$ cat src/verilog/acs_pkg.sv
// constants, types and helpers for the conversion sequence configuration
// How it works
// - bits 7:6 pick the sequence reference: bandgap, single pin, supply, pin pair.
// - bits 5:4 hold the sequence decimation choice, reset 01, used for all channels.
// - decimation codes 0..3 give rates 64,128,256,512 and 7,9,10,12 result bits.
// - bits 3:0 name the last channel of the sequence, zero after reset.
// - codes 0000..0111 convert single inputs from input 0 up to the named input.
// - codes 1000..1011 convert differential pairs from pair 0-1 up to the named pair.
// - codes 1100..1111 do one conversion of ground, reference, temperature or supply/3.
// - reading the end channel shows the latest conversion or the written value, whichever came last.
// - after a sequence below 1100 the read gives written plus one, else unchanged.
// - a finished extra conversion loads its own channel code into the field.
// - each conversion lasts rate plus 16 converter periods; converter clock is clock/6.
package acs_pkg;

	// register indices; byte address is four times the index
	localparam logic [7:0] IDX_START = 8'hB4;
	localparam logic [7:0] IDX_SEQ = 8'hB5;
	localparam logic [7:0] IDX_EXTRA = 8'hB6;
	localparam int unsigned ADDR_W = 12;
	localparam logic [ADDR_W-1:0] ADDR_START = {2'h0, IDX_START, 2'h0};
	localparam logic [ADDR_W-1:0] ADDR_SEQ = {2'h0, IDX_SEQ, 2'h0};
	localparam logic [ADDR_W-1:0] ADDR_EXTRA = {2'h0, IDX_EXTRA, 2'h0};

	// field positions
	localparam int unsigned REF_LO = 6;
	localparam int unsigned DIV_LO = 4;
	localparam int unsigned CH_LO = 0;
	localparam int unsigned START_BIT = 6;
	localparam int unsigned DONE_BIT = 7;

	// reset values
	localparam logic [1:0] SEQ_REF_RST = 2'h0;
	localparam logic [1:0] SEQ_DIV_RST = 2'h1;
	localparam logic [3:0] SEQ_CH_RST = 4'h0;
	localparam logic [1:0] EXT_REF_RST = 2'h0;
	localparam logic [1:0] EXT_DIV_RST = 2'h0;
	localparam logic [3:0] EXT_CH_RST = 4'h0;

	// channel codes
	localparam logic [3:0] CH_FIRST_SINGLE = 4'h0;
	localparam logic [3:0] CH_LAST_SINGLE = 4'h7;
	localparam logic [3:0] CH_FIRST_DIFF = 4'h8;
	localparam logic [3:0] CH_FIRST_INTERNAL = 4'hC;
	localparam logic [3:0] CH_STEP = 4'h1;

	// reference codes
	localparam logic [1:0] REF_BANDGAP = 2'h0;
	localparam logic [1:0] REF_EXT_PIN = 2'h1;
	localparam logic [1:0] REF_SUPPLY = 2'h2;
	localparam logic [1:0] REF_EXT_PAIR = 2'h3;

	// timing
	localparam int unsigned CONV_CLK_DIV = 6;
	localparam int unsigned PERIOD_W = 10;
	localparam logic [PERIOD_W-1:0] SETTLE_PERIODS = 10'h010;
	localparam logic [PERIOD_W-1:0] RATE_64 = 10'h040;
	localparam logic [PERIOD_W-1:0] RATE_128 = 10'h080;
	localparam logic [PERIOD_W-1:0] RATE_256 = 10'h100;
	localparam logic [PERIOD_W-1:0] RATE_512 = 10'h200;
	localparam logic [3:0] RES_64 = 4'h7;
	localparam logic [3:0] RES_128 = 4'h9;
	localparam logic [3:0] RES_256 = 4'hA;
	localparam logic [3:0] RES_512 = 4'hC;

	// bus answers
	localparam logic [1:0] RESP_OKAY = 2'h0;
	localparam logic [1:0] RESP_SLVERR = 2'h2;

	typedef enum logic [1:0] {
		ST_IDLE,
		ST_ARM,
		ST_RUN
	} acs_state_e;

	typedef enum logic [1:0] {
		SEL_NONE,
		SEL_START,
		SEL_SEQ,
		SEL_EXTRA
	} acs_sel_e;

	// settings presented to the analog side
	typedef struct packed {
		logic busy;
		logic [3:0] channel;
		logic [1:0] refsel;
		logic [1:0] decim;
		logic [3:0] res_bits;
	} acs_conv_s;

	// decimation code to rate in converter periods
	function automatic logic [PERIOD_W-1:0] rate_of(input logic [1:0] div);
		case (div)
			2'h0: rate_of = RATE_64;
			2'h1: rate_of = RATE_128;
			2'h2: rate_of = RATE_256;
			default: rate_of = RATE_512;
		endcase
	endfunction

	// decimation code to result width
	function automatic logic [3:0] res_of(input logic [1:0] div);
		case (div)
			2'h0: res_of = RES_64;
			2'h1: res_of = RES_128;
			2'h2: res_of = RES_256;
			default: res_of = RES_512;
		endcase
	endfunction

	// byte address to register
	function automatic acs_sel_e addr_sel(input logic [ADDR_W-1:0] a);
		case (a)
			ADDR_START: addr_sel = SEL_START;
			ADDR_SEQ: addr_sel = SEL_SEQ;
			ADDR_EXTRA: addr_sel = SEL_EXTRA;
			default: addr_sel = SEL_NONE;
		endcase
	endfunction

endpackage

$ cat src/verilog/acs_conv_timer.sv
// conversion timer counting converter clock periods
`timescale 1ns/1ps
module acs_conv_timer
	import acs_pkg::*;
#(
	parameter int unsigned DIV = CONV_CLK_DIV
) (
	// clock and reset
	input wire logic aclk,
	input wire logic aresetn,
	// control
	input wire logic start,
	input wire logic [PERIOD_W-1:0] periods,
	// result
	output logic done
);

	localparam logic [2:0] PRE_LAST = 3'(DIV - 1);
	localparam logic [PERIOD_W-1:0] ONE = 10'h001;

	typedef struct packed {
		logic active;
		logic [2:0] pre;
		logic [PERIOD_W-1:0] cnt;
		logic [PERIOD_W-1:0] last;
		logic done;
	} acs_tmr_s;

	acs_tmr_s s_q;
	acs_tmr_s s_d;

	always_comb begin
		s_d = s_q;
		s_d.done = 1'b0;
		if (start) begin
			s_d.active = 1'b1;
			s_d.pre = 3'h0;
			s_d.cnt = '0;
			s_d.last = periods - ONE;
		end else if (s_q.active) begin
			// one converter period is DIV system clocks
			if (s_q.pre == PRE_LAST) begin
				s_d.pre = 3'h0;
				if (s_q.cnt == s_q.last) begin
					s_d.active = 1'b0;
					s_d.done = 1'b1;
				end else begin
					s_d.cnt = s_q.cnt + ONE;
				end
			end else begin
				s_d.pre = s_q.pre + 3'h1;
			end
		end
	end

	always_ff @(posedge aclk) begin
		if (!aresetn) begin
			s_q <= '0;
		end else begin
			s_q <= s_d;
		end
	end

	assign done = s_q.done;

endmodule

$ cat src/verilog/acs_seq_ctrl.sv
// conversion sequence configuration and sequencer with register slave
//
// Register access over AXI4-Lite was left to the implementer.
`timescale 1ns/1ps
module acs_seq_ctrl
	import acs_pkg::*;
(
	// clock and reset
	input wire logic aclk,
	input wire logic aresetn,
	// write address channel
	input wire logic awvalid,
	output logic awready,
	input wire logic [ADDR_W-1:0] awaddr,
	input wire logic [2:0] awprot,
	// write data channel
	input wire logic wvalid,
	output logic wready,
	input wire logic [31:0] wdata,
	input wire logic [3:0] wstrb,
	// write response channel
	output logic bvalid,
	input wire logic bready,
	output logic [1:0] bresp,
	// read address channel
	input wire logic arvalid,
	output logic arready,
	input wire logic [ADDR_W-1:0] araddr,
	input wire logic [2:0] arprot,
	// read data channel
	output logic rvalid,
	input wire logic rready,
	output logic [31:0] rdata,
	output logic [1:0] rresp,
	// analog side
	output acs_conv_s conv,
	output logic sample_ready,
	output logic extra_done
);

	typedef struct packed {
		acs_state_e state;
		// bus
		logic aw_got;
		logic w_got;
		logic [ADDR_W-1:0] waddr;
		logic [7:0] wbyte;
		logic wlane;
		logic awready;
		logic wready;
		logic bvalid;
		logic [1:0] bresp;
		logic arready;
		logic rvalid;
		logic [7:0] rbyte;
		logic [1:0] rresp;
		// software settings
		logic [1:0] sequence_reference_select;
		logic [1:0] sequence_decimation_select;
		logic [3:0] sch_set;
		logic [3:0] sch_show;
		logic [1:0] ext_ref;
		logic [1:0] ext_div;
		logic [3:0] ext_ch;
		logic ext_pend;
		logic seq_pend;
		logic seq_done;
		// captured for the running conversion
		logic [1:0] run_ref;
		logic [1:0] run_div;
		logic [3:0] run_end;
		logic [3:0] cur_ch;
		logic run_extra;
		// outputs
		acs_conv_s conv;
		logic timer_start;
		logic sample_pulse;
		logic extra_pulse;
	} acs_ctl_s;

	acs_ctl_s s_q;
	acs_ctl_s s_d;
	logic timer_done;
	logic seq_busy;
	logic start_req;
	logic [PERIOD_W-1:0] conv_periods;

	// channel codes at or above the first internal source
	function automatic logic is_internal(input logic [3:0] ch);
		is_internal = (ch >= CH_FIRST_INTERNAL);
	endfunction

	// rate plus settle time in converter periods
	assign conv_periods = rate_of(s_q.run_div) + SETTLE_PERIODS;

	acs_conv_timer #(
		.DIV(CONV_CLK_DIV)
	) u_timer (
		.aclk(aclk),
		.aresetn(aresetn),
		.start(s_q.timer_start),
		.periods(conv_periods),
		.done(timer_done)
	);

	assign seq_busy = s_q.seq_pend ||
		((s_q.state != ST_IDLE) && !s_q.run_extra);

	always_comb begin
		s_d = s_q;
		start_req = 1'b0;
		s_d.timer_start = 1'b0;
		s_d.sample_pulse = 1'b0;
		s_d.extra_pulse = 1'b0;

		// read channel
		if (s_q.rvalid && rready) begin
			s_d.rvalid = 1'b0;
		end
		if (arvalid && s_q.arready) begin
			s_d.rvalid = 1'b1;
			s_d.rresp = RESP_OKAY;
			case (addr_sel(araddr))
				SEL_START: begin
					s_d.rbyte = 8'h00;
					s_d.rbyte[DONE_BIT] = s_q.seq_done;
					s_d.rbyte[START_BIT] = seq_busy;
					s_d.seq_done = 1'b0;
				end
				SEL_SEQ: begin
					// latest conversion shown
					s_d.rbyte = {s_q.sequence_reference_select, s_q.sequence_decimation_select, s_q.sch_show};
				end
				SEL_EXTRA: begin
					s_d.rbyte = {s_q.ext_ref, s_q.ext_div, s_q.ext_ch};
				end
				default: begin
					s_d.rbyte = 8'h00;
					s_d.rresp = RESP_SLVERR;
				end
			endcase
		end

		// sequencer
		case (s_q.state)
			ST_IDLE: begin
				if (s_q.seq_pend) begin
					s_d.seq_pend = 1'b0;
					s_d.run_extra = 1'b0;
					// capture settings at start
					s_d.run_ref = s_q.sequence_reference_select;
					s_d.run_div = s_q.sequence_decimation_select;
					s_d.run_end = s_q.sch_set;
					if (s_q.sch_set <= CH_LAST_SINGLE) begin
						// singles from input 0
						s_d.cur_ch = CH_FIRST_SINGLE;
					end else if (!is_internal(s_q.sch_set)) begin
						// pairs from pair 0-1
						s_d.cur_ch = CH_FIRST_DIFF;
					end else begin
						// one internal source only
						s_d.cur_ch = s_q.sch_set;
					end
					s_d.state = ST_ARM;
				end else if (s_q.ext_pend) begin
					s_d.ext_pend = 1'b0;
					s_d.run_extra = 1'b1;
					s_d.run_ref = s_q.ext_ref;
					s_d.run_div = s_q.ext_div;
					s_d.run_end = s_q.ext_ch;
					s_d.cur_ch = s_q.ext_ch;
					s_d.state = ST_ARM;
				end
			end
			ST_ARM: begin
				// reference and rate drive every channel
				s_d.conv.busy = 1'b1;
				s_d.conv.channel = s_q.cur_ch;
				s_d.conv.refsel = s_q.run_ref;
				s_d.conv.decim = s_q.run_div;
				s_d.conv.res_bits = res_of(s_q.run_div);
				s_d.timer_start = 1'b1;
				s_d.state = ST_RUN;
			end
			ST_RUN: begin
				if (timer_done) begin
					if (s_q.run_extra) begin
						// extra result names its own channel
						s_d.sch_show = s_q.run_end;
						s_d.ext_ch = EXT_CH_RST;
						s_d.extra_pulse = 1'b1;
						s_d.conv.busy = 1'b0;
						s_d.state = ST_IDLE;
					end else begin
						s_d.sample_pulse = 1'b1;
						if (s_q.cur_ch == s_q.run_end) begin
							s_d.seq_done = 1'b1;
							s_d.conv.busy = 1'b0;
							s_d.state = ST_IDLE;
							// readback one past the end, or the end itself for an internal source
							if (!is_internal(s_q.run_end)) begin
								s_d.sch_show = s_q.run_end + CH_STEP;
							end else begin
								s_d.sch_show = s_q.run_end;
							end
						end else begin
							// ascending order
							s_d.cur_ch = s_q.cur_ch + CH_STEP;
							s_d.state = ST_ARM;
						end
					end
				end
			end
			default: begin
				s_d.state = ST_IDLE;
			end
		endcase

		// write channels
		if (s_q.bvalid && bready) begin
			s_d.bvalid = 1'b0;
		end
		if (awvalid && s_q.awready) begin
			s_d.aw_got = 1'b1;
			s_d.waddr = awaddr;
		end
		if (wvalid && s_q.wready) begin
			s_d.w_got = 1'b1;
			s_d.wbyte = wdata[7:0];
			s_d.wlane = wstrb[0];
		end
		if (s_q.aw_got && s_q.w_got) begin
			s_d.aw_got = 1'b0;
			s_d.w_got = 1'b0;
			s_d.bvalid = 1'b1;
			s_d.bresp = RESP_OKAY;
			case (addr_sel(s_q.waddr))
				SEL_START: begin
					if (s_q.wlane && s_q.wbyte[START_BIT] && !seq_busy) begin
						start_req = 1'b1;
					end
				end
				SEL_SEQ: begin
					if (s_q.wlane) begin
						s_d.sequence_reference_select = s_q.wbyte[REF_LO +: 2];
						s_d.sequence_decimation_select = s_q.wbyte[DIV_LO +: 2];
						s_d.sch_set = s_q.wbyte[CH_LO +: 4];
						s_d.sch_show = s_q.wbyte[CH_LO +: 4];
					end
				end
				SEL_EXTRA: begin
					if (s_q.wlane) begin
						s_d.ext_ref = s_q.wbyte[REF_LO +: 2];
						s_d.ext_div = s_q.wbyte[DIV_LO +: 2];
						s_d.ext_ch = s_q.wbyte[CH_LO +: 4];
						s_d.ext_pend = 1'b1;
					end
				end
				default: begin
					s_d.bresp = RESP_SLVERR;
				end
			endcase
		end
		if (start_req) begin
			s_d.seq_pend = 1'b1;
		end

		// readies follow the next state
		s_d.awready = !s_d.aw_got && !s_d.bvalid;
		s_d.wready = !s_d.w_got && !s_d.bvalid;
		s_d.arready = !s_d.rvalid;
	end

	always_ff @(posedge aclk) begin
		if (!aresetn) begin
			s_q <= '0;
			s_q.state <= ST_IDLE;
			s_q.sequence_reference_select <= SEQ_REF_RST;
			s_q.sequence_decimation_select <= SEQ_DIV_RST;
			s_q.sch_set <= SEQ_CH_RST;
			s_q.sch_show <= SEQ_CH_RST;
			s_q.ext_ref <= EXT_REF_RST;
			s_q.ext_div <= EXT_DIV_RST;
			s_q.ext_ch <= EXT_CH_RST;
			s_q.conv.res_bits <= RES_64;
		end else begin
			s_q <= s_d;
		end
	end

	// outputs
	assign awready = s_q.awready;
	assign wready = s_q.wready;
	assign bvalid = s_q.bvalid;
	assign bresp = s_q.bresp;
	assign arready = s_q.arready;
	assign rvalid = s_q.rvalid;
	assign rdata = {24'h000000, s_q.rbyte};
	assign rresp = s_q.rresp;
	assign conv = s_q.conv;
	assign sample_ready = s_q.sample_pulse;
	assign extra_done = s_q.extra_pulse;

endmodule

$ cat config.mk
export PLATFORM = sky130hd
export DESIGN_NAME = acs_seq_ctrl
export DESIGN_NICKNAME = d
export VERILOG_FILES = /design/src/verilog/acs_pkg.sv /design/src/verilog/acs_conv_timer.sv /design/src/verilog/acs_seq_ctrl.sv
export SDC_FILE = /design/constraint.sdc
export NUM_CORES = 1
export LEC_CHECK = 0
export BUFFER_PORTS_ARGS = -buffer_cell sky130_fd_sc_hd__buf_2
export CAP_MARGIN = 30
export CELL_PAD_IN_SITES_DETAIL_PLACEMENT = 0
export CELL_PAD_IN_SITES_GLOBAL_PLACEMENT = 1
export CORE_UTILIZATION = 40
export CTS_CLUSTER_DIAMETER = 200
export DETAILED_ROUTE_END_ITERATION = 7
export PLACE_DENSITY = 0.77
export SYNTH_ARGS = -nofsm -noshare
export SYNTH_HDL_FRONTEND = slang
export SYNTH_HIERARCHICAL = 1
export SYNTH_SLANG_ARGS = --single-unit
$ cat constraint.sdc
create_clock -name aclk -period 2 [get_ports aclk]
set_input_delay 0.2 -clock aclk [delete_from_list [all_inputs] [get_ports aclk]]
set_output_delay 0.2 -clock aclk [all_outputs]
set_load 0.05 [all_outputs]
# == Word level (Yosys, flattened, before mapping) ==
# Index checks and enable logic that the tools add are counted.
# totals
regBits,119
input_bits,73
# op_classes
add_sub_neg,6
order_cmp,3
n_eq_ne,24
n_mux,70
n_bitwise,4
n_reduce_logical,37
# ops
op,count
12-bit by 10-bit == test with 1-bit output (second input constant),6
4-bit 2-to-1 mux,15
13-bit 2-to-1 mux,3
10-bit one-hot mux with 3 select lines,1
14-bit 2-to-1 mux,2
1-bit 2-to-1 mux,25
8-bit one-hot mux with 3 select lines,1
10-bit 2-to-1 mux,2
2-bit 2-to-1 mux,10
9-bit 2-to-1 mux,2
2-bit one-hot mux with 3 select lines,3
3-bit AND reduction,5
2-bit == test (second input constant),6
4-bit one-hot mux with 3 select lines,1
1-bit logical AND,11
11-bit 2-to-1 mux,1
10-bit by 1-bit adder with 10-bit output (second input constant),1
10-bit by 5-bit adder with 10-bit output (second input constant),1
10-bit == test,1
2-bit nonzero test,5
10-bit by 1-bit subtractor with 10-bit output (second input constant),1
4-bit by 1-bit adder with 4-bit output (second input constant),2
2-bit by 1-bit == test with 1-bit output (second input constant),4
4-bit greater-or-equal comparator (second input constant),2
19 further kinds,33

# == Depth between registers and ports, before layout ==
# depth
word_depth,10
ltp_mapped,7

# == Cells and area by module ==
# The synthesis kept the hierarchy.
# by_module_without_submodules
mod,n_inst,cells_each,area_per_inst_um2,seq_area_each_um2
acs_seq_ctrl,1,525,4284.1,1841.8
acs_conv_timer,1,150,1322.5,500.5

# == Least setup slack after synthesis ==
# OpenSTA, ideal clock, no wires.
# synth_timing
kind,register to register
start,register s_q[78] (netlist bit)
end,register s_q[40] (netlist bit)
t_arrival_ns,1.736
t_required_ns,1.868
path_slack_ns,0.131
stages_incl_launch_ff,7
path_buffers,1
synth_period_minus_slack_ns,1.869
path_cell_list,dfxtp_1 -> or4b_4 -> or3_4 -> or2_1 -> buf_6 -> o211ai_2 -> a21oi_1
# synth_between
elab_chain_cells,6
# synth_lines
element,line_no,text
start: declaration,acs_seq_ctrl.sv:81,acs_ctl_s s_q;
12-bit by 10-bit == test with 1-bit output,acs_pkg.sv:114,case (a)
2-bit one-hot mux with 3 select lines (*),acs_pkg.sv:114,
2-bit 2-to-1 mux (*),acs_seq_ctrl.sv:232,if (s_q.aw_got && s_q.w_got) begin
2-bit == test (*),acs_seq_ctrl.sv:237,case (addr_sel(s_q.waddr))
4-bit 2-to-1 mux (*),acs_seq_ctrl.sv:237,
13-bit 2-to-1 mux (*),acs_seq_ctrl.sv:232,
# Every way passes the cells marked *; elsewhere a longest branch is shown, timed or not. The select of a mux whose other input is x is not followed.
# A chain may end at the register's enable or synchronous reset.

# == Worst setup path in the final report ==
# Ends and elaborated chain as after synthesis.

==> impl_metrics.ini <==
[outcome]
status = complete, no violations

[critical_path]
cp_num_cells = 6
start_kind = register
crit_family = simple AND/OR/NAND/NOR gates
crit_path_max_incr_delay_ns = 0.56
cp_data_arrival_time_ns = 2.28
cp_slowest_cell = or4b_4
critPathKind = register to register
path_max_fanout = 8
worstSetupStartpoint = s_q[78]
crit_chain = or4b_4, or3_4, buf_4, nor2_4, nand2_1, a21oi_1
r2r_slack_ns = 0.07
r2r_start = s_q[78]
crit_path_end_kind = register
reg2reg_to = s_q[40]
path_buf_inv = 1
reg2reg_depth = 6
required_ns = 2.35

[logic_synthesis]
yosysSeqAreaShare = 0.4178
ys_seq_elements = 117
ys_types = 64
synth_area_leaders = dfxtp_1 (42%), a21oi_1 (8.2%), nand2_1 (8.0%)
ys_async_sr_fraction = 0
yosysTopAreaCellShare = 0.4178
synth-edff-count = 0
syn_area_per_cell_um2 = 8.306
syn_area_um2 = 5607
yosysWarnings = 6
yosysTopAreaCell = dfxtp_1
synthCells = 675
ys.flop_type = dfxtp_1

[flow_run]
cap_violations = 0

[placed_design]
gp_congestion = 0.8109
dp_hpwl_um = 9220
pre_cts_ws_ns = 0.02244
portBuffers = 69
place_area_um2 = 5998
dp_cells = 904

[global_routing]
grt_max_degree = 29
use_met1 = 0.2197
antenna_found_initial = 0
busiest_layer = met2
grt_use_total = 0.1869
grt_pass1_vias = 4437
met3_usage = 0.05283
grt_pass1_wl_um = 21180
overflow = 0
use_met2 = 0.3143

[final_layout]
final_common_cell = nand2_1
areaGrowthSynthToFinish_pct = 18.57
diodes = 0
stdcell_count = 940
final_cell_mix = nand2_1 (119), dfxtp_1 (117), a21oi_1 (89)
drive_gt1_frac = 0.1885
nets = 835
final_area_um2 = 6648

[floorplanning]
core_um2 = 13450
ioPinCount = 129
start_util = 0.4168
dieWidth_um = 120.4
dieHeight_um = 120.4
dieArea_um2 = 14490
rows = 42

[timing]
setup_slack_ns = 0.06708
fin_crit_sh = 0.9665
period_minus_slack_ns = 1.933
clock.fmax_ghz = 0.5174
finalSetupViolations = 0
drv_slew = 0
hold_slack_ns = 0.01751
slew_headroom = 0.6156
worst_pin_slew_ns = 0.5766
rsz0062_at_grt = yes
fin_skew_ns = 0.01145
hold_viol = 0

[pwr]
leakagePower_uw = 0.002696
ir_drop_uv = 646.0
power_density_nw_per_um2 = 864.7

[clocking]
clockRootBuffer = clkbuf_16
post_cts_buffers = 0
tritoncts = built
htreeDepth = 4
cts.clk_slew.worst_paths_ns = 0.06
cts_buffer_depth = 2
cts.sinks = 117
clk_latency_ns = 0.42
numCtsBuffers = 17

[route]
wl_um = 12700
vias_per_cell = 5.000
wl_per_cell_um = 13.51
vias = 4700
dr.pass1.iters = 4
dr.first_iter.drc_count = 282
drcViolationCount = 0
final_antenna_net_count = 0

[min_path]
hold_depth = 3
min_to = s_q[86]
hp-class = input pin to register
hp-start = awaddr[8]
==> layer usage <==
layer / vias to the layer above / part of all wire
li1: 2391 / -
met1: 2191 / 0.45
met2: 102 / 0.49
met3: 16 / 0.040
met4: 0 / 0.019
met5: - / 0
==> registers in the layout (all words and copies together) (netlist names), 8 cells and up <==
name / flops
conv: 13
rdata: 8
s_q: 62
u_timer/s_q: 24
==> worst max path at each step <==
stage / endpoint
floorplan: s_q[40]
global placement: s_q[42]
detailed placement: s_q[42]
CTS: s_q[42]
global route: s_q[49]
finish: s_q[40]
==> synthesized netlist by cell type, types with 4 or more instances <==
master / count
nor3_1: 12
nor4_1: 6
ha_1: 11
mux2i_1: 13
nand4b_1: 4
clkbuf_1: 21
buf_1: 5
xor2_1: 16
nor2b_1: 6
nand2_1: 120
buf_4: 49
dfxtp_1: 117
o211a_1: 4
a211oi_1: 14
a21oi_1: 92
nor2_1: 46
o21ai_0: 22
inv_1: 14
xnor2_1: 8
nand2b_1: 12
a31oi_1: 5
and2_1: 5
nand3_1: 12
==> repair_timing <==
| action | 4_1_cts | 5_1_grt |
|---|---|---|
| setup endpoints to repair | 0 | 17 |
| hold buffers | 4 | 0 |
| gates resized for setup | 0 | 7 |
| hold endpoints to repair | 4 | 0 |
==> logic make-up (layout without fill, tap and decap cells) <==
logic type      Yosys count  after routing  synth area share
fa+ha+maj                11             11           0.02455
flops                   117            117            0.4178
mux                      15             15           0.02722
simple gates            252            252            0.2232
other cells               2             46          0.001339
xor+xnor                 24             24           0.03749
compound gates          162            162            0.1723
buf+inv                  92            137           0.09618
==> tightest hold or removal path: cells and delay by family <==
kind / cells / cell delay, ns
buf+inv: 1 / 0.09
simple gates: 1 / 0.04
compound gates: 1 / 0.05
==> power by group <==
| group | switching [µW] | leakage, µW | internal [µW] |
|---|---|---|---|
| registers | 29.6 | 0.000947 | 2370 |
| clock network | 1130 | 0.000280 | 1820 |
| logic | 292 | 0.00147 | 97.8 |
| total | 1450 | 0.00270 | 4300 |
==> stage by stage <==
stage	power (µW)	util	TNS (ns)
global placement	2825	0.4459	0
CTS	5815	0.4924	0
floorplan	2789	-	0
finish	5749	0.4941	0
global route	5975	0.4941	-0.02747
detailed placement	2832	0.4459	0
==> cell type report <==
type | instances | area [µm²]
Timing Repair Buffer | 91 | 533.0
Tap cell | 176 | 220.2
Clock buffer | 20 | 466.7
Fill cell | 1371 | 6805
Inverter | 14 | 52.55
Sequential cell | 117 | 2342
Clock inverter | 12 | 118.9
Multi-Input combinational cell | 510 | 2914
Power figures use the tool's default switching activity.
